===== src/hdl/pm_ctrl_pkg.sv =====
// link power-management control constants: register indices, field positions, resets
// assumes a plain register port with one-cycle strobes and 32-bit data
package pm_ctrl_pkg;
   localparam int          ADDR_W          = 8;
   localparam int          DATA_W          = 32;
   // register byte addresses
   localparam logic [7:0]  CTRL_ADDR       = 8'h00;
   localparam logic [7:0]  DEVCAP_ADDR     = 8'h94;
   localparam logic [7:0]  AER_NEXT_ADDR   = 8'h04;
   localparam logic [7:0]  STATUS_ADDR     = 8'h08;
   // config-space offset of the error-reporting capability; not decoded on this port
   localparam logic [11:0] AER_NEXT_INDEX  = 12'h102;
   // control register fields
   localparam int          L1_LAT_HI       = 15;
   localparam int          L1_LAT_LO       = 13;
   localparam int          VC_EN_BIT       = 12;
   localparam int          CLK_STOP_BIT    = 11;
   localparam int          WAKE_SEL_BIT    = 10;
   // device capabilities mirror field
   localparam int          MIRROR_HI       = 11;
   localparam int          MIRROR_LO       = 9;
   // next-capability field position and values
   localparam int          NEXT_LO         = 20;
   localparam int          NEXT_HI         = 31;
   localparam logic [11:0] NEXT_VC_OFF     = 12'h000;
   localparam logic [11:0] NEXT_VC_ON      = 12'h150;
   // reset values
   localparam logic [2:0]  L1_LAT_RESET    = 3'h0;
   localparam logic        CLK_STOP_RESET  = 1'b0;
   localparam logic        WAKE_SEL_RESET  = 1'b0;
   localparam logic        VC_EN_FIXED     = 1'b0;
   // latency codes with their lower bound in microseconds
   localparam logic [2:0]  L1_CODE_1US     = 3'h1;
   localparam logic [2:0]  L1_CODE_32US    = 3'h6;
   // status bits
   localparam int          STAT_D3_BIT     = 0;
   localparam int          STAT_L2_BIT     = 1;
   localparam int          STAT_CLKRUN_BIT = 2;
   localparam int          STAT_BEACON_BIT = 3;
   localparam int          STAT_WAKE_BIT   = 4;
endpackage


===== src/hdl/sync_2ff.sv =====
// two-flop synchroniser for a group of level inputs
// assumes inputs are quasi-static levels from another domain
`timescale 1ns/1ps
module sync_2ff #(
   parameter int W = 1
) (
   input  wire logic         clk,
   input  wire logic         rstn,
   input  wire logic [W-1:0] din,
   output logic      [W-1:0] dout
);
   logic [W-1:0] stage1_reg;
   logic [W-1:0] stage1_next;
   logic [W-1:0] dout_next;

   always_comb begin
      stage1_next = din;
      dout_next   = stage1_reg;
   end

   always_ff @(posedge clk or negedge rstn) begin
      if (!rstn) begin
         stage1_reg <= '0;
         dout       <= '0;
      end else begin
         stage1_reg <= stage1_next;
         dout       <= dout_next;
      end
   end
endmodule


===== src/hdl/pcie_power_mgmt_control.sv =====
// link power-management control fields, their mirrors, and clock/wake steering
// assumes core clock 20 MHz; d3 and l2 state levels arrive from another domain
//
// Summary of operation
// - l1 exit-latency code: doubling ranges, 001 is 1-2 us, 110 is 32-64 us
// - latency field at bits 15:13, resets 000, mirrored to device cap 11:9
// - vc capability enable reads zero, so next-capability offset reads 000h
// - if vc enable were one, next-capability offset would read 150h
// - clock-stop enable zero keeps secondary clocks running in d3
// - clock-stop enable one stops secondary clocks on entering d3
// - wake select zero: wake signal only in l2, no beacon
`timescale 1ns/1ps
module pcie_power_mgmt_control
   import pm_ctrl_pkg::*;
(
   input  wire logic                              clk,
   input  wire logic                              rstn,
   input  wire logic [pm_ctrl_pkg::ADDR_W-1:0]    regAddr,
   input  wire logic [pm_ctrl_pkg::DATA_W-1:0]    regWdata,
   input  wire logic                              regWr,
   input  wire logic                              regRd,
   input  wire logic                              inD3,
   input  wire logic                              inL2,
   input  wire logic                              wakeRequest,
   output logic      [pm_ctrl_pkg::DATA_W-1:0]    regRdata,
   output logic                                   secondaryClockRun,
   output logic                                   beaconOut,
   output logic                                   wakeOut,
   output logic      [2:0]                        endpoint_l1_exit_latency_limit_mirror,
   output logic      [11:0]                       aerNextOffset
);
   import pm_ctrl_pkg::*;

   logic        rstMeta_reg;
   logic        rstSync_reg;
   logic        rstnInt;
   logic [2:0]  pinSync;
   logic        d3Sync;
   logic        l2Sync;
   logic        wakeReqSync;

   logic [2:0]  l1_exit_latency_limit_reg;
   logic [2:0]  l1_exit_latency_limit_next;
   logic        secondary_clock_stop_enable_reg;
   logic        secondary_clock_stop_enable_next;
   logic        wakeSel_reg;
   logic        wakeSel_next;
   logic        virtual_channel_cap_enable;
   logic [DATA_W-1:0] regRdata_next;
   logic        secondaryClockRun_next;
   logic        beaconOut_next;
   logic        wakeOut_next;
   logic [2:0]  mirror_next;
   logic [11:0] aerNext_next;

   // reset is asserted asynchronously, released through two flops
   always_ff @(posedge clk or negedge rstn) begin
      if (!rstn) begin
         rstMeta_reg <= 1'b0;
         rstSync_reg <= 1'b0;
      end else begin
         rstMeta_reg <= 1'b1;
         rstSync_reg <= rstMeta_reg;
      end
   end
   assign rstnInt = rstSync_reg;

   sync_2ff #(.W(3)) u_pin_sync (
      .clk  (clk),
      .rstn (rstnInt),
      .din  ({wakeRequest, inL2, inD3}),
      .dout (pinSync)
   );
   assign d3Sync      = pinSync[0];
   assign l2Sync      = pinSync[1];
   assign wakeReqSync = pinSync[2];

   // read-only bit held as a constant so the offset select stays in logic
   assign virtual_channel_cap_enable = VC_EN_FIXED;

   function automatic logic [11:0] nextCapOffset(input logic vcEn);
      nextCapOffset = vcEn ? NEXT_VC_ON : NEXT_VC_OFF;
   endfunction

   function automatic logic [DATA_W-1:0] ctrlWord(input logic [2:0] lat, input logic vcEn,
                                                  input logic stopEn, input logic wSel);
      logic [DATA_W-1:0] w;
      w = '0;
      w[L1_LAT_HI:L1_LAT_LO] = lat;
      w[VC_EN_BIT]           = vcEn;
      w[CLK_STOP_BIT]        = stopEn;
      w[WAKE_SEL_BIT]        = wSel;
      ctrlWord = w;
   endfunction

   // register writes; latency code stored as written, meaning per its doubling table
   always_comb begin
      l1_exit_latency_limit_next       = l1_exit_latency_limit_reg;
      secondary_clock_stop_enable_next = secondary_clock_stop_enable_reg;
      wakeSel_next                     = wakeSel_reg;
      if (regWr && regAddr == CTRL_ADDR) begin
         l1_exit_latency_limit_next       = regWdata[L1_LAT_HI:L1_LAT_LO];
         secondary_clock_stop_enable_next = regWdata[CLK_STOP_BIT];
         wakeSel_next                     = regWdata[WAKE_SEL_BIT];
      end
   end

   // read path plus steering outputs, all registered
   always_comb begin
      regRdata_next = '0;
      if (regRd) begin
         unique case (regAddr)
            CTRL_ADDR: begin
               regRdata_next = ctrlWord(l1_exit_latency_limit_reg, virtual_channel_cap_enable,
                                        secondary_clock_stop_enable_reg, wakeSel_reg);
            end
            DEVCAP_ADDR: begin
               regRdata_next[MIRROR_HI:MIRROR_LO] = l1_exit_latency_limit_reg;
            end
            AER_NEXT_ADDR: begin
               regRdata_next[NEXT_HI:NEXT_LO] = nextCapOffset(virtual_channel_cap_enable);
            end
            STATUS_ADDR: begin
               regRdata_next[STAT_D3_BIT]     = d3Sync;
               regRdata_next[STAT_L2_BIT]     = l2Sync;
               regRdata_next[STAT_CLKRUN_BIT] = secondaryClockRun;
               regRdata_next[STAT_BEACON_BIT] = beaconOut;
               regRdata_next[STAT_WAKE_BIT]   = wakeOut;
            end
            default: begin
               regRdata_next = '0;
            end
         endcase
      end
      // clocks run outside d3, and in d3 unless stop is enabled
      secondaryClockRun_next = !(d3Sync && secondary_clock_stop_enable_reg);
      // wake in l2: beacon only when selected, wake signal otherwise
      beaconOut_next = l2Sync && wakeReqSync && wakeSel_reg;
      wakeOut_next   = l2Sync && wakeReqSync && !wakeSel_reg;
      mirror_next    = l1_exit_latency_limit_reg;
      aerNext_next   = nextCapOffset(virtual_channel_cap_enable);
   end

   always_ff @(posedge clk or negedge rstnInt) begin
      if (!rstnInt) begin
         l1_exit_latency_limit_reg       <= L1_LAT_RESET;
         secondary_clock_stop_enable_reg <= CLK_STOP_RESET;
         wakeSel_reg                     <= WAKE_SEL_RESET;
         regRdata                        <= '0;
         secondaryClockRun               <= 1'b1;
         beaconOut                       <= 1'b0;
         wakeOut                         <= 1'b0;
         endpoint_l1_exit_latency_limit_mirror      <= L1_LAT_RESET;
         aerNextOffset                   <= NEXT_VC_OFF;
      end else begin
         l1_exit_latency_limit_reg       <= l1_exit_latency_limit_next;
         secondary_clock_stop_enable_reg <= secondary_clock_stop_enable_next;
         wakeSel_reg                     <= wakeSel_next;
         regRdata                        <= regRdata_next;
         secondaryClockRun               <= secondaryClockRun_next;
         beaconOut                       <= beaconOut_next;
         wakeOut                         <= wakeOut_next;
         endpoint_l1_exit_latency_limit_mirror      <= mirror_next;
         aerNextOffset                   <= aerNext_next;
      end
   end
endmodule


===== config.mk =====
export PLATFORM = sky130hd
export DESIGN_NAME = pcie_power_mgmt_control
export DESIGN_NICKNAME = d
export VERILOG_FILES = /design/src/hdl/pm_ctrl_pkg.sv /design/src/hdl/sync_2ff.sv /design/src/hdl/pcie_power_mgmt_control.sv
export SDC_FILE = /design/constraint.sdc
export NUM_CORES = 1
export LEC_CHECK = 0
export BUFFER_PORTS_ARGS = -buffer_cell sky130_fd_sc_hd__buf_4
export CAP_MARGIN = 20
export CORE_MARGIN = 2
export CORE_UTILIZATION = 37
export CTS_BUF_LIST = sky130_fd_sc_hd__clkbuf_8
export DETAILED_ROUTE_END_ITERATION = 12
export PLACE_DENSITY_LB_ADDON = 0.3
export RECOVER_POWER = 100
export SYNTH_ARGS = -nofsm -noshare
export SYNTH_HDL_FRONTEND = slang
export SYNTH_SLANG_ARGS = --single-unit

===== constraint.sdc =====
create_clock -name clk -period 0.8 [get_ports clk]
set_input_delay 0.16 -clock clk [delete_from_list [all_inputs] [get_ports clk]]
set_output_delay 0.16 -clock clk [all_outputs]
set_load 0.02 [all_outputs]

-- Yosys cells after proc, flatten, opt, wreduce, memory -nomap -nowiden
Index checks and enable logic that the tools add are counted.
- register bits: 35
- output and inout bits: 50
- word-level logic and storage cells: 26
- eq/ne operators: 2
- mux-type cells: 4
- reduce and logical (&&, ||, !) cells: 8
- operators by type and width (cell ; count):
    16-bit two-way mux ; 1
    8-bit by 4-bit == test with 1-bit output, second input constant ; 1
    8-bit == test, second input constant ; 1
    8-bit logical NOT ; 1
    3-bit one-hot mux with 2 select lines ; 1
    1-bit logical AND ; 5
    5-bit two-way mux ; 1
    4-bit two-way mux ; 1
    1-bit logical NOT ; 2

-- Longest topological paths before layout
Gate-level depths: netlist of the first run.
- depth in word-level cells: 3
- gate-level depth with buffers: 3
- gate-level depth less buffers: 3

-- By module
A second synthesis of the first run with hierarchy kept.
- cells, all modules: 95
- area total of the unflattened synthesis: 1278.7 um^2
- modules (own cells, without submodules) (module ; times used ; cells an instance ; area each (um^2) ; sequential area each (um^2)):
    pcie_power_mgmt_control ; 1 ; 89 ; 1128.6 ; 601.8
    sync_2ff ; 1 ; 6 ; 150.1 ; 150.1

-- Worst setup path before layout of the first run
OpenSTA, ideal clock, no wires.
- path type: in2reg
- start: in regAddr[4] in the netlist's numbering
- end: reg l1_exit_latency_limit_reg[0]
- library setup time: 127 ps
- data arrival time: 997 ps
- required time: 673 ps
- path slack: -324 ps
- stages on the path: 3
- path through: nor4_4 nand3_4 mux2_1
- cells in the longest elaborated chain, start to end: 2
- ends and longest elaborated chain (what ; RTL line ; text):
    start: declaration ; pcie_power_mgmt_control.sv:18 ; input wire logic [pm_ctrl_pkg::ADDR_W-1:0] regAddr,
    8-bit logical NOT ; pcie_power_mgmt_control.sv:101 ; if (regWr && regAddr == CTRL_ADDR) begin
    1-bit logical AND ; pcie_power_mgmt_control.sv:101 ;
    end signal: assignment ; pcie_power_mgmt_control.sv:156 ; l1_exit_latency_limit_reg <= l1_exit_latency_limit_next;
    end: declaration ; pcie_power_mgmt_control.sv:42 ; logic [2:0] l1_exit_latency_limit_reg;
Every way passes these cells.
A chain may end at the register's enable or synchronous reset.

-- Final worst setup path of the first run
- start: reg secondaryClockRun
- end: out secondaryClockRun
- RTL lines (what ; RTL line ; text):
    start: declaration ; pcie_power_mgmt_control.sv:26 ; output logic secondaryClockRun,
    start signal: assignment ; pcie_power_mgmt_control.sv:160 ; secondaryClockRun <= secondaryClockRun_next;
No word-level cell between the ends.

==> metrics.md, run 1 <==
| Metric | Value |
|---|---|
| Status | `complete, but fails checks` |
| Failing checks | `negative setup slack` |
| Initial detailed-routing violation count | `11` |
| Post-Place Cells | `186` |
| Avg Synthesized Cell Area | `13.2 sq um` |
| Count of buffer and inverter cells on the critical path | `1` |
| Worst supply voltage drop on vdd | `0.549 mV` |
| Pin count of the biggest net entering global routing | `15` |
| Worst Path Required | `0.64 ns` |
| Number of enable-type register cells in the synthesized netlist | `0` |
| Dominant combinational cell family by area after synthesis | `buffers and inverters` |
| Hold WC Path Type | `in2reg` |
| Share of the core filled with cells | `0.545` |
| Overall via count from detail_route | `760` |
| Number of setup violations in the final report | `31` |
| Die area | `3880 sq um` |
| CP Data Arrival Time | `0.92 ns` |
| Biggest register | `regRdata` |
| Cell area after synthesis | `1260 sq um` |
| Count of endpoints failing hold in the final timing report | `0` |
| Top cells by area, synth | `sky130_fd_sc_hd__dfrtp_1, sky130_fd_sc_hd__buf_4, sky130_fd_sc_hd__mux2_1` |
| Nets@finish | `200` |
| DRC violations left | `0` |
| GRT Total Usage | `0.126` |
| Leakage power figure | `0.939 nW` |
| Flip-flop count of the largest register, all copies and words added | `11` |
| Final count of pins violating max slew | `0` |
| Crit path max-delay cell type | `sky130_fd_sc_hd__dfstp_2` |
| Sum Neg Setup Slack | `-4.53 ns` |
| Num rows | `21` |
| Post-detailed-routing wire length | `2.28 mm` |
| Fillcell total | `296` |
| Yosys warning count | `0` |
| Post-Synth Simple-Gate Area | `0.142` |
| Proportion of layout cells with a drive suffix above 1 | `0.461` |
| Fraction of synthesized cell area in xor and xnor cells | `0` |
| Setup repair after global routing missed its margin | `true` |
| Boundary Pins | `97` |
| Power per cell area | `1710 nW/um^2` |
| Top cell types by occurrence after synthesis | `sky130_fd_sc_hd__buf_4, sky130_fd_sc_hd__dfrtp_1, sky130_fd_sc_hd__and2_1` |
| Via count of the first global-routing pass | `762` |
| Final min period | `1.08 ns` |
| Post-synthesis cell type count | `16` |
| Post-route ant nets | `0` |
| Post-route setup slack | `-0.280 ns` |
| Post-DR vias/cell | `3.80` |
| Antenna violations before repair | `0` |
| Worst clock skew | `0.00596 ns` |
| Final antenna diode count | `0` |
| DPL Wire Length | `1.62 mm` |
| Clock slew at the register clock pins of the worst setup and hold paths | `0.06 ns` |
| Syn Inst Count | `95` |
| First-pass GRT wire length | `3.52 mm` |
| Num CTS Buffers | `5` |
| Fraction of the cycle the final worst path needs | `1.35` |
| Seq cells post-synth | `30` |
| Highest cell delay on the worst timing path | `0.53 ns` |
| Post-synthesis share of cell area spent on full adders, half adders and majority gates | `0` |
| Crit-path cells | `buf_6` |
| Placeable core area | `3310 sq um` |
| CTS tree | `built` |
| Drt first pass iters | `2` |
| Placer congestion estimate | `0.746` |
| Insertion delay of the later-clocked pin in the worst-skew pair | `0.28 ns` |
| Count of clock tree sinks | `30` |
| Peak clock frequency supported by timing | `926 MHz` |
| P&R area growth vs syn | `43.4%` |
| Average wire per standard cell | `11.4 microns` |
| Post-synthesis mux area share | `0.0448` |
| Ys async rst share | `1.00` |
| Max Buffers Root-to-Sink | `2` |
| CTS H-tree depth | `2` |
| Area share of the largest cell type after synthesis | `0.577` |
| Crit path capture type | `output port` |
| Final cell count without fillers | `200` |
| Reg2Reg Setup Slack | `-0.01 ns` |
| Number of port buffers | `36` |
| Critical path startpoint category | `register` |
| Peak fanout along the critical path | `2` |
| Grt ovf | `0` |
| Post-synthesis compound-gate area fraction | `0.0119` |
| Flip-flop cell with the highest count after synthesis | `sky130_fd_sc_hd__dfrtp_1` |
| Top Family by Delay on Critical Path | `flip-flops` |
| Master cell of the clock root buffer | `sky130_fd_sc_hd__clkbuf_8` |
| Starting density of the core | `0.380` |
| Most numerous cell in the Yosys netlist | `sky130_fd_sc_hd__buf_4` |
| Max Cap Violations | `0` |
| Startpoint-to-endpoint class of the critical path | `reg2out` |
| Die Wd | `62.3 microns` |
| Most area-hungry cell type in the Yosys netlist | `sky130_fd_sc_hd__dfrtp_1` |
| Post-synthesis sequential area ratio | `0.598` |
| DIE HEIGHT | `62.3 microns` |
[kinds of logic after synthesis]
kind of cell / count (synthesis)
muxes: 5
other: 2
and+or+nand+nor: 23
buffers and inverters: 33
DFF: 30
AOI/OAI and AO/OA: 2
[metal layers]
layer / wire length, microns / global-route usage
met3: 182 / 0.0598
met1: 760 / 0.111
met5: 0 / 0
met4: 42 / 0.0667
met2: 1290 / 0.234
[cell usage in the layout, fill, tap and decap left out]
master,synthesis,layout
sky130_fd_sc_hd__nand3_4,1,1
sky130_fd_sc_hd__clkbuf_2,0,1
sky130_fd_sc_hd__nor4_4,2,2
sky130_fd_sc_hd__buf_8,0,1
sky130_fd_sc_hd__clkbuf_4,0,7
sky130_fd_sc_hd__and4b_1,1,1
sky130_fd_sc_hd__dfrtp_1,29,29
sky130_fd_sc_hd__and3_1,2,1
sky130_fd_sc_hd__and2_4,0,2
sky130_fd_sc_hd__buf_6,0,22
sky130_fd_sc_hd__nor2_1,3,3
sky130_fd_sc_hd__clkbuf_1,0,2
sky130_fd_sc_hd__dlygate4sd3_1,0,4
sky130_fd_sc_hd__mux2_4,0,5
sky130_fd_sc_hd__and2_1,6,4
sky130_fd_sc_hd__nor3_1,1,1
sky130_fd_sc_hd__a22oi_2,0,2
sky130_fd_sc_hd__conb_1,2,34
sky130_fd_sc_hd__clkbuf_8,0,5
sky130_fd_sc_hd__and3_4,0,4
sky130_fd_sc_hd__nand2_1,3,3
sky130_fd_sc_hd__buf_4,33,15
sky130_fd_sc_hd__clkinv_2,0,2
sky130_fd_sc_hd__dfstp_2,1,1
sky130_fd_sc_hd__inv_1,0,1
sky130_fd_sc_hd__and4_4,0,1
[path summary, 6_finish.rpt]
| kind | startpoint | end | depth (start not counted) |
|---|---|---|---|
| max in group asynchronous | rstSync_reg$_DFF_PN0_ | regRdata[9]$_DFF_PN0_ | 1 |
| min | regWdata[11] | secondary_clock_stop_enable_reg$_DFFE_PN0P_ | 2 |
| min in group asynchronous | rstSync_reg$_DFF_PN0_ | u_pin_sync.dout[2]$_DFF_PN0_ | 0 |
| max | secondaryClockRun$_DFF_PN1_ | secondaryClockRun | 1 |
| max reg2reg | l1_exit_latency_limit_reg[2]$_DFFE_PN0P_ | l1_exit_latency_limit_reg[2]$_DFFE_PN0P_ | 1 |
| min reg2reg | rstSync_reg$_DFF_PN0_ | u_pin_sync.dout[2]$_DFF_PN0_ | 0 |
[timing repair]
| item | in CTS | in global routing |
|---|---|---|
| endpoints found under the setup margin | 31 | 34 |
| buffers inserted | 2 | 1 |
| pin swaps | 8 | 5 |
| resized for setup | 31 | 8 |
| hold endpoints to repair | 5 | 0 |
| hold buffers | 4 | 0 |
[area by class of cell]
cell class              count  area [sq um]  area share
clock buffers               5          68.8      0.0382
clock inverters             3          13.8     0.00763
multi-input cells          64           430       0.239
flip-flops and latches     30           752       0.417
well taps                  46          57.6      0.0319
repair buffers             52           480       0.266
[stage by stage]
step	hold WS (ns)	area, sq um	total power, mW	setup slack [ns]
3_3_place_gp	-0.0570	1550	1.97	-0.445
2_1_floorplan	-0.136	1380	1.93	-0.323
6_report	0.117	1800	3.08	-0.280
4_1_cts	0.112	1800	3.12	-0.287
3_5_place_dp	-0.0558	1550	1.97	-0.481
5_1_grt	0.106	1800	3.25	-0.306
[power by group]
group / switching (mW) / total [mW] / internal (mW) / leakage (nW)
sequential: 0.0363 / 1.60 / 1.56 / 0.395
clock: 0.499 / 1.09 / 0.587 / 0.0491
combinational: 0.236 / 0.395 / 0.159 / 0.496
total: 0.771 / 3.08 / 2.31 / 0.939
Power figures use the tool's default switching activity.
==> inputs of run 2 (changes only) <==
Settings changed: PLACE_DENSITY set to 0.79, PLACE_DENSITY_LB_ADDON 0.3 to not set.
==> metrics.md, run 2 (synthesis results as in run 1) <==
| Metric | Value |
|---|---|
| Status | `complete, but fails checks (unchanged)` |
| Failing checks | `negative setup slack (unchanged)` |
| P&R area growth vs syn | `44.4% (was 43.4%)` |
| Peak fanout along the critical path | `2 (unchanged)` |
| Hold path cells | `2 (unchanged)` |
| CP Data Arrival Time | `0.94 ns (was 0.92 ns)` |
| CTS H-tree depth | `2 (unchanged)` |
| Count of buffer and inverter cells on the critical path | `1 (unchanged)` |
| Share of the core filled with cells | `0.548 (was 0.545)` |
| DIE HEIGHT | `62.3 microns (unchanged)` |
| Grt ovf | `0 (unchanged)` |
| Peak clock frequency supported by timing | `908 MHz (was 926 MHz)` |
| Average wire per standard cell | `16.0 microns (was 11.4 microns)` |
| Setup repair after global routing missed its margin | `true (unchanged)` |
| Post-route setup slack | `-0.301 ns (was -0.280 ns)` |
| Proportion of layout cells with a drive suffix above 1 | `0.490 (was 0.461)` |
| Power per cell area | `1780 nW/um^2 (was 1710 nW/um^2)` |
| Master cell of the clock root buffer | `sky130_fd_sc_hd__clkbuf_8 (unchanged)` |
| Die area | `3880 sq um (unchanged)` |
| Post-route cell area | `1820 sq um (was 1800 sq um)` |
| Final min period | `1.10 ns (was 1.08 ns)` |
| Crit path capture type | `output port (unchanged)` |
| Pwr Total | `3.24 mW (was 3.08 mW)` |
| Clock slew at the register clock pins of the worst setup and hold paths | `0.06 ns (about the same)` |
| Post-DR vias/cell | `4.24 (was 3.80)` |
| Crit path max-delay cell type | `sky130_fd_sc_hd__dfstp_2 (unchanged)` |
| Placed standard-cell area | `1520 sq um (was 1550 sq um)` |
| Count of endpoints failing hold in the final timing report | `0 (unchanged)` |
| Reg2Reg Setup Slack | `-0.03 ns (was -0.01 ns)` |
| FF-to-FF path depth | `1 (unchanged)` |
| Worst clock skew | `0.00606 ns (was 0.00596 ns)` |
| Via count of the first global-routing pass | `850 (was 762)` |
| Number of setup violations in the final report | `34 (was 31)` |
| Top library cells by usage in the layout, fill and taps aside | `sky130_fd_sc_hd__conb_1, sky130_fd_sc_hd__dfrtp_1, sky130_fd_sc_hd__buf_6 (unchanged)` |
| Critical path startpoint category | `register (unchanged)` |
| Leakage power figure | `0.951 nW (was 0.939 nW)` |
| Hold WC Path Type | `in2reg (unchanged)` |
| Highest cell delay on the worst timing path | `0.55 ns (was 0.53 ns)` |
| First-pass GRT wire length | `4.39 mm (was 3.52 mm)` |
| Max Cap Violations | `0 (unchanged)` |
| DPL Wire Length | `1.73 mm (was 1.62 mm)` |
| Worst supply voltage drop on vdd | `0.668 mV (was 0.549 mV)` |
| Flip-flop count of the largest register, all copies and words added | `11 (unchanged)` |
| Minimum setup slack after placement | `-0.506 ns (was -0.481 ns)` |
| Die Wd | `62.3 microns (unchanged)` |
| Num CTS Buffers | `5 (unchanged)` |
| Initial detailed-routing violation count | `84 (was 11)` |
| Top Family by Delay on Critical Path | `flip-flops (unchanged)` |
| DRC violations left | `0 (unchanged)` |
| Fraction of the cycle the final worst path needs | `1.38 (was 1.35)` |
| Placeable core area | `3310 sq um (unchanged)` |
| Crit-path cells | `buf_6 (unchanged)` |
| Instance count on the critical path | `1 (unchanged)` |
| CTS tree | `built (unchanged)` |
| Starting density of the core | `0.380 (unchanged)` |
| Placer congestion estimate | `0.803 (was 0.746)` |
| Post-detailed-routing wire length | `3.19 mm (was 2.28 mm)` |
| Final count of pins violating max slew | `0 (unchanged)` |
| Post-route ant nets | `0 (unchanged)` |
| GRT Total Usage | `0.155 (was 0.126)` |
| Boundary Pins | `97 (unchanged)` |
| Num rows | `21 (unchanged)` |
| Pin count of the biggest net entering global routing | `15 (unchanged)` |
| Leading cell type in the layout, fill and taps excluded | `sky130_fd_sc_hd__conb_1 (unchanged)` |
| Max Buffers Root-to-Sink | `2 (unchanged)` |
| Number of port buffers | `36 (unchanged)` |
| Antenna violations before repair | `0 (unchanged)` |
| Nets@finish | `199 (was 200)` |
| Biggest register | `regRdata (unchanged)` |
| Drt first pass iters | `4 (was 2)` |
| Worst Path Required | `0.64 ns (about the same)` |
| Startpoint-to-endpoint class of the critical path | `reg2out (unchanged)` |
| Final antenna diode count | `0 (unchanged)` |
| Count of clock tree sinks | `30 (unchanged)` |
| Insertion delay of the later-clocked pin in the worst-skew pair | `0.28 ns (about the same)` |
| Overall via count from detail_route | `843 (was 760)` |
run 2: changes by cell type in the layout (fill, tap and decap cells not counted), moves of 2 or more:
cell and change:
sky130_fd_sc_hd__and3_2 +3, sky130_fd_sc_hd__and3_4 -3, sky130_fd_sc_hd__buf_4 +2, sky130_fd_sc_hd__buf_6 +2, sky130_fd_sc_hd__clkbuf_4 -4
run 2: per-stage QoR:
stage	hold slack (ns)	std cells	TNS, ns
CTS	0.114	197	-4.34
finish	0.120	199	-4.53
global route	0.120	199	-4.99
floorplan	-0.136	127	-3.01
global placement	-0.0574	183	-5.98
detailed placement	-0.0556	183	-6.38
run 2: path summary, 6_finish.rpt:
kind | start | to
worst max-delay path | secondaryClockRun$_DFF_PN1_ | secondaryClockRun
worst min-delay path | regWdata[13] | l1_exit_latency_limit_reg[0]$_DFFE_PN0P_
worst min register to register | rstSync_reg$_DFF_PN0_ | regRdata[0]$_DFF_PN0_
max in group asynchronous | rstSync_reg$_DFF_PN0_ | wakeSel_reg$_DFFE_PN0P_
min in group asynchronous | rstn | rstSync_reg$_DFF_PN0_
worst max register to register | wakeSel_reg$_DFFE_PN0P_ | wakeSel_reg$_DFFE_PN0P_
run 2: cell type report:
type	instances	area (sq um)
multi-input cells	64	429
clock buffers	6	82.6
fillers	262	1500
clock inverters	2	8.76
repair buffers	51	484
well taps	46	57.6
flip-flops and latches	30	753
run 2: report_power, final:
group	switching, mW	internal [mW]
sequential	0.0454	1.56
clock	0.543	0.679
combinational	0.247	0.160
run 2: repair_timing:
action / in CTS / in global routing
gates resized for setup: 26 / 14
hold endpoints to repair: 5 / 0
pin swaps: 3 / 6
setup buffers: 2 / 3
setup endpoints to repair: 31 / 34
hold buffers: 4 / 0
run 2: layer usage:
layer / GRT usage / routed length [microns]
met4: 0.117 / 123
met1: 0.140 / 1210
met5: 0 / 0
met3: 0.0707 / 280
met2: 0.270 / 1580
==> inputs of run 3 (changes only) <==
Settings changed: BUFFER_PORTS_ARGS -buffer_cell sky130_fd_sc_hd__buf_4 to -buffer_cell sky130_fd_sc_hd__buf_2.
==> metrics.md, run 3 (synthesis results as in run 1) <==
| Metric | Value |
|---|---|
| Status | `complete, but fails checks (unchanged)` |
| Failing checks | `negative setup slack (unchanged)` |
| Hold path cells | `2 (unchanged)` |
| GRT Total Usage | `0.136 (was 0.155)` |
| Antenna violations before repair | `0 (unchanged)` |
| Minimum setup slack after placement | `-0.476 ns (was -0.506 ns)` |
| Die Wd | `62.3 microns (unchanged)` |
| Power per cell area | `1820 nW/um^2 (was 1780 nW/um^2)` |
| Storage element area | `752 sq um (was 753 sq um)` |
| Worst clock skew | `0.00755 ns (was 0.00606 ns)` |
| Max Buffers Root-to-Sink | `2 (unchanged)` |
| Fillcell total | `263 (was 262)` |
| Initial detailed-routing violation count | `21 (was 84)` |
| P&R area growth vs syn | `39.5% (was 44.4%)` |
| Grt ovf | `0 (unchanged)` |
| CP Data Arrival Time | `0.94 ns (about the same)` |
| Count of endpoints failing hold in the final timing report | `0 (unchanged)` |
| DPL Wire Length | `1.50 mm (was 1.73 mm)` |
| Area occupied by multi-input gates | `438 sq um (was 429 sq um)` |
| Crit-path cells | `buf_6 (unchanged)` |
| Count of buffer and inverter cells on the critical path | `1 (unchanged)` |
| Peak fanout along the critical path | `2 (unchanged)` |
| Final Hold Slack | `0.111 ns (was 0.120 ns)` |
| Post-detailed-routing wire length | `2.75 mm (was 3.19 mm)` |
| Biggest register | `regRdata (unchanged)` |
| Post-route setup slack | `-0.302 ns (was -0.301 ns)` |
| CTS H-tree depth | `2 (unchanged)` |
| Peak clock frequency supported by timing | `907 MHz (was 908 MHz)` |
| Average wire per standard cell | `13.9 microns (was 16.0 microns)` |
| Count of clock tree sinks | `30 (unchanged)` |
| Final min period | `1.10 ns (about the same)` |
| Boundary Pins | `97 (unchanged)` |
| Worst supply voltage drop on vdd | `0.613 mV (was 0.668 mV)` |
| Via count of the first global-routing pass | `764 (was 850)` |
| Drt first pass iters | `4 (unchanged)` |
| Setup repair after global routing missed its margin | `true (unchanged)` |
| Number of setup violations in the final report | `34 (unchanged)` |
| Placer congestion estimate | `0.722 (was 0.803)` |
| Leading cell type in the layout, fill and taps excluded | `sky130_fd_sc_hd__conb_1 (unchanged)` |
| Nets@finish | `197 (was 199)` |
| Pwr Total | `3.19 mW (was 3.24 mW)` |
| Flip-flop count of the largest register, all copies and words added | `11 (unchanged)` |
| Top library cells by usage in the layout, fill and taps aside | `sky130_fd_sc_hd__conb_1, sky130_fd_sc_hd__dfrtp_1, sky130_fd_sc_hd__buf_6 (unchanged)` |
| Final cell count without fillers | `197 (was 199)` |
| Fraction of the cycle the final worst path needs | `1.38 (about the same)` |
| Max Cap Violations | `0 (unchanged)` |
| Final antenna diode count | `0 (unchanged)` |
| Worst Path Required | `0.64 ns (about the same)` |
| First-pass GRT wire length | `3.84 mm (was 4.39 mm)` |
| Num CTS Buffers | `5 (unchanged)` |
| Leakage power figure | `0.918 nW (was 0.951 nW)` |
| Pin count of the biggest net entering global routing | `13 (was 15)` |
| Startpoint-to-endpoint class of the critical path | `reg2out (unchanged)` |
| Hold WC Path Type | `in2reg (unchanged)` |
| Placeable core area | `3310 sq um (unchanged)` |
| Master cell of the clock root buffer | `sky130_fd_sc_hd__clkbuf_8 (unchanged)` |
| DRC violations left | `0 (unchanged)` |
| Insertion delay of the later-clocked pin in the worst-skew pair | `0.29 ns (was 0.28 ns)` |
| CTS tree | `built (unchanged)` |
| Highest cell delay on the worst timing path | `0.54 ns (was 0.55 ns)` |
| Instance count on the critical path | `1 (unchanged)` |
| Die area | `3880 sq um (unchanged)` |
| Final count of pins violating max slew | `0 (unchanged)` |
| Post-DR vias/cell | `4.06 (was 4.24)` |
| Overall via count from detail_route | `799 (was 843)` |
| Crit path capture type | `output port (unchanged)` |
| Proportion of layout cells with a drive suffix above 1 | `0.470 (was 0.490)` |
| DIE HEIGHT | `62.3 microns (unchanged)` |
| FF-to-FF path depth | `1 (unchanged)` |
| Clock slew at the register clock pins of the worst setup and hold paths | `0.06 ns (about the same)` |
| Starting density of the core | `0.380 (unchanged)` |
| Top Family by Delay on Critical Path | `flip-flops (unchanged)` |
| Post-route ant nets | `0 (unchanged)` |
| Post-CTS setup-driven buffer insertion count | `0 (was 2)` |
| Number of port buffers | `36 (unchanged)` |
| Critical path startpoint category | `register (unchanged)` |
| Num rows | `21 (unchanged)` |
| Crit path max-delay cell type | `sky130_fd_sc_hd__dfstp_2 (unchanged)` |
| Post-Place Cells | `185 (was 183)` |
-- run 3: changes by cell type in the layout (fill, tap and decap cells not counted), sizes merged --
cell | previous run | this run
buf | 42 | 41
clkbuf | 11 | 10
-- run 3: final cells by class --
type | count | share of cell area
multi-input combinational | 64 | 0.250
sequential | 30 | 0.429
tap | 46 | 0.0328
clock buffer | 6 | 0.0471
timing repair buffer | 49 | 0.237
clock inverter | 2 | 0.00499
-- run 3: path summary, 6_finish.rpt --
kind | end | from | slack, ns
max | secondaryClockRun | secondaryClockRun$_DFF_PN1_ | -0.30
min | wakeSel_reg$_DFFE_PN0P_ | regWdata[10] | 0.11
max reg2reg | l1_exit_latency_limit_reg[1]$_DFFE_PN0P_ | l1_exit_latency_limit_reg[1]$_DFFE_PN0P_ | -0.02
min reg2reg | regRdata[11]$_DFF_PN0_ | rstSync_reg$_DFF_PN0_ | 0.12
max in group asynchronous | l1_exit_latency_limit_reg[0]$_DFFE_PN0P_ | rstSync_reg$_DFF_PN0_ | 0.10
min in group asynchronous | regRdata[11]$_DFF_PN0_ | rstSync_reg$_DFF_PN0_ | 0.12
-- run 3: timing repair --
item | 4_1_cts | 5_1_grt
resized for setup | 47 | 13
hold buffers | 4 | 0
hold endpoints to repair | 5 | 0
setup endpoints to repair | 31 | 34
pin swaps | 8 | 8
-- run 3: layer usage --
metal	wire length [microns]	GRT usage	vias to the layer above	part of all wire
met1	983	0.137	387	0.36
met4	126	0.0778	0	0.046
met5	0	0	-	0
met2	1410	0.234	50	0.51
met3	227	0.0598	12	0.083
li1	-	-	350	-
-- run 3: per-stage QoR --
| stage | util | setup TNS, ns | area [sq um] |
|---|---|---|---|
| after floorplan | - | -3.01 | 1380 |
| after global placement | 0.441 | -6.25 | 1460 |
| after detailed placement | 0.441 | -6.66 | 1460 |
| after CTS | 0.528 | -4.27 | 1750 |
| after global routing | 0.530 | -6.36 | 1750 |
| final | 0.530 | -4.94 | 1750 |
-- run 3: power breakdown --
part	internal, mW	switching, mW
clock network	0.679	0.541
registers	1.56	0.0370
logic	0.130	0.241
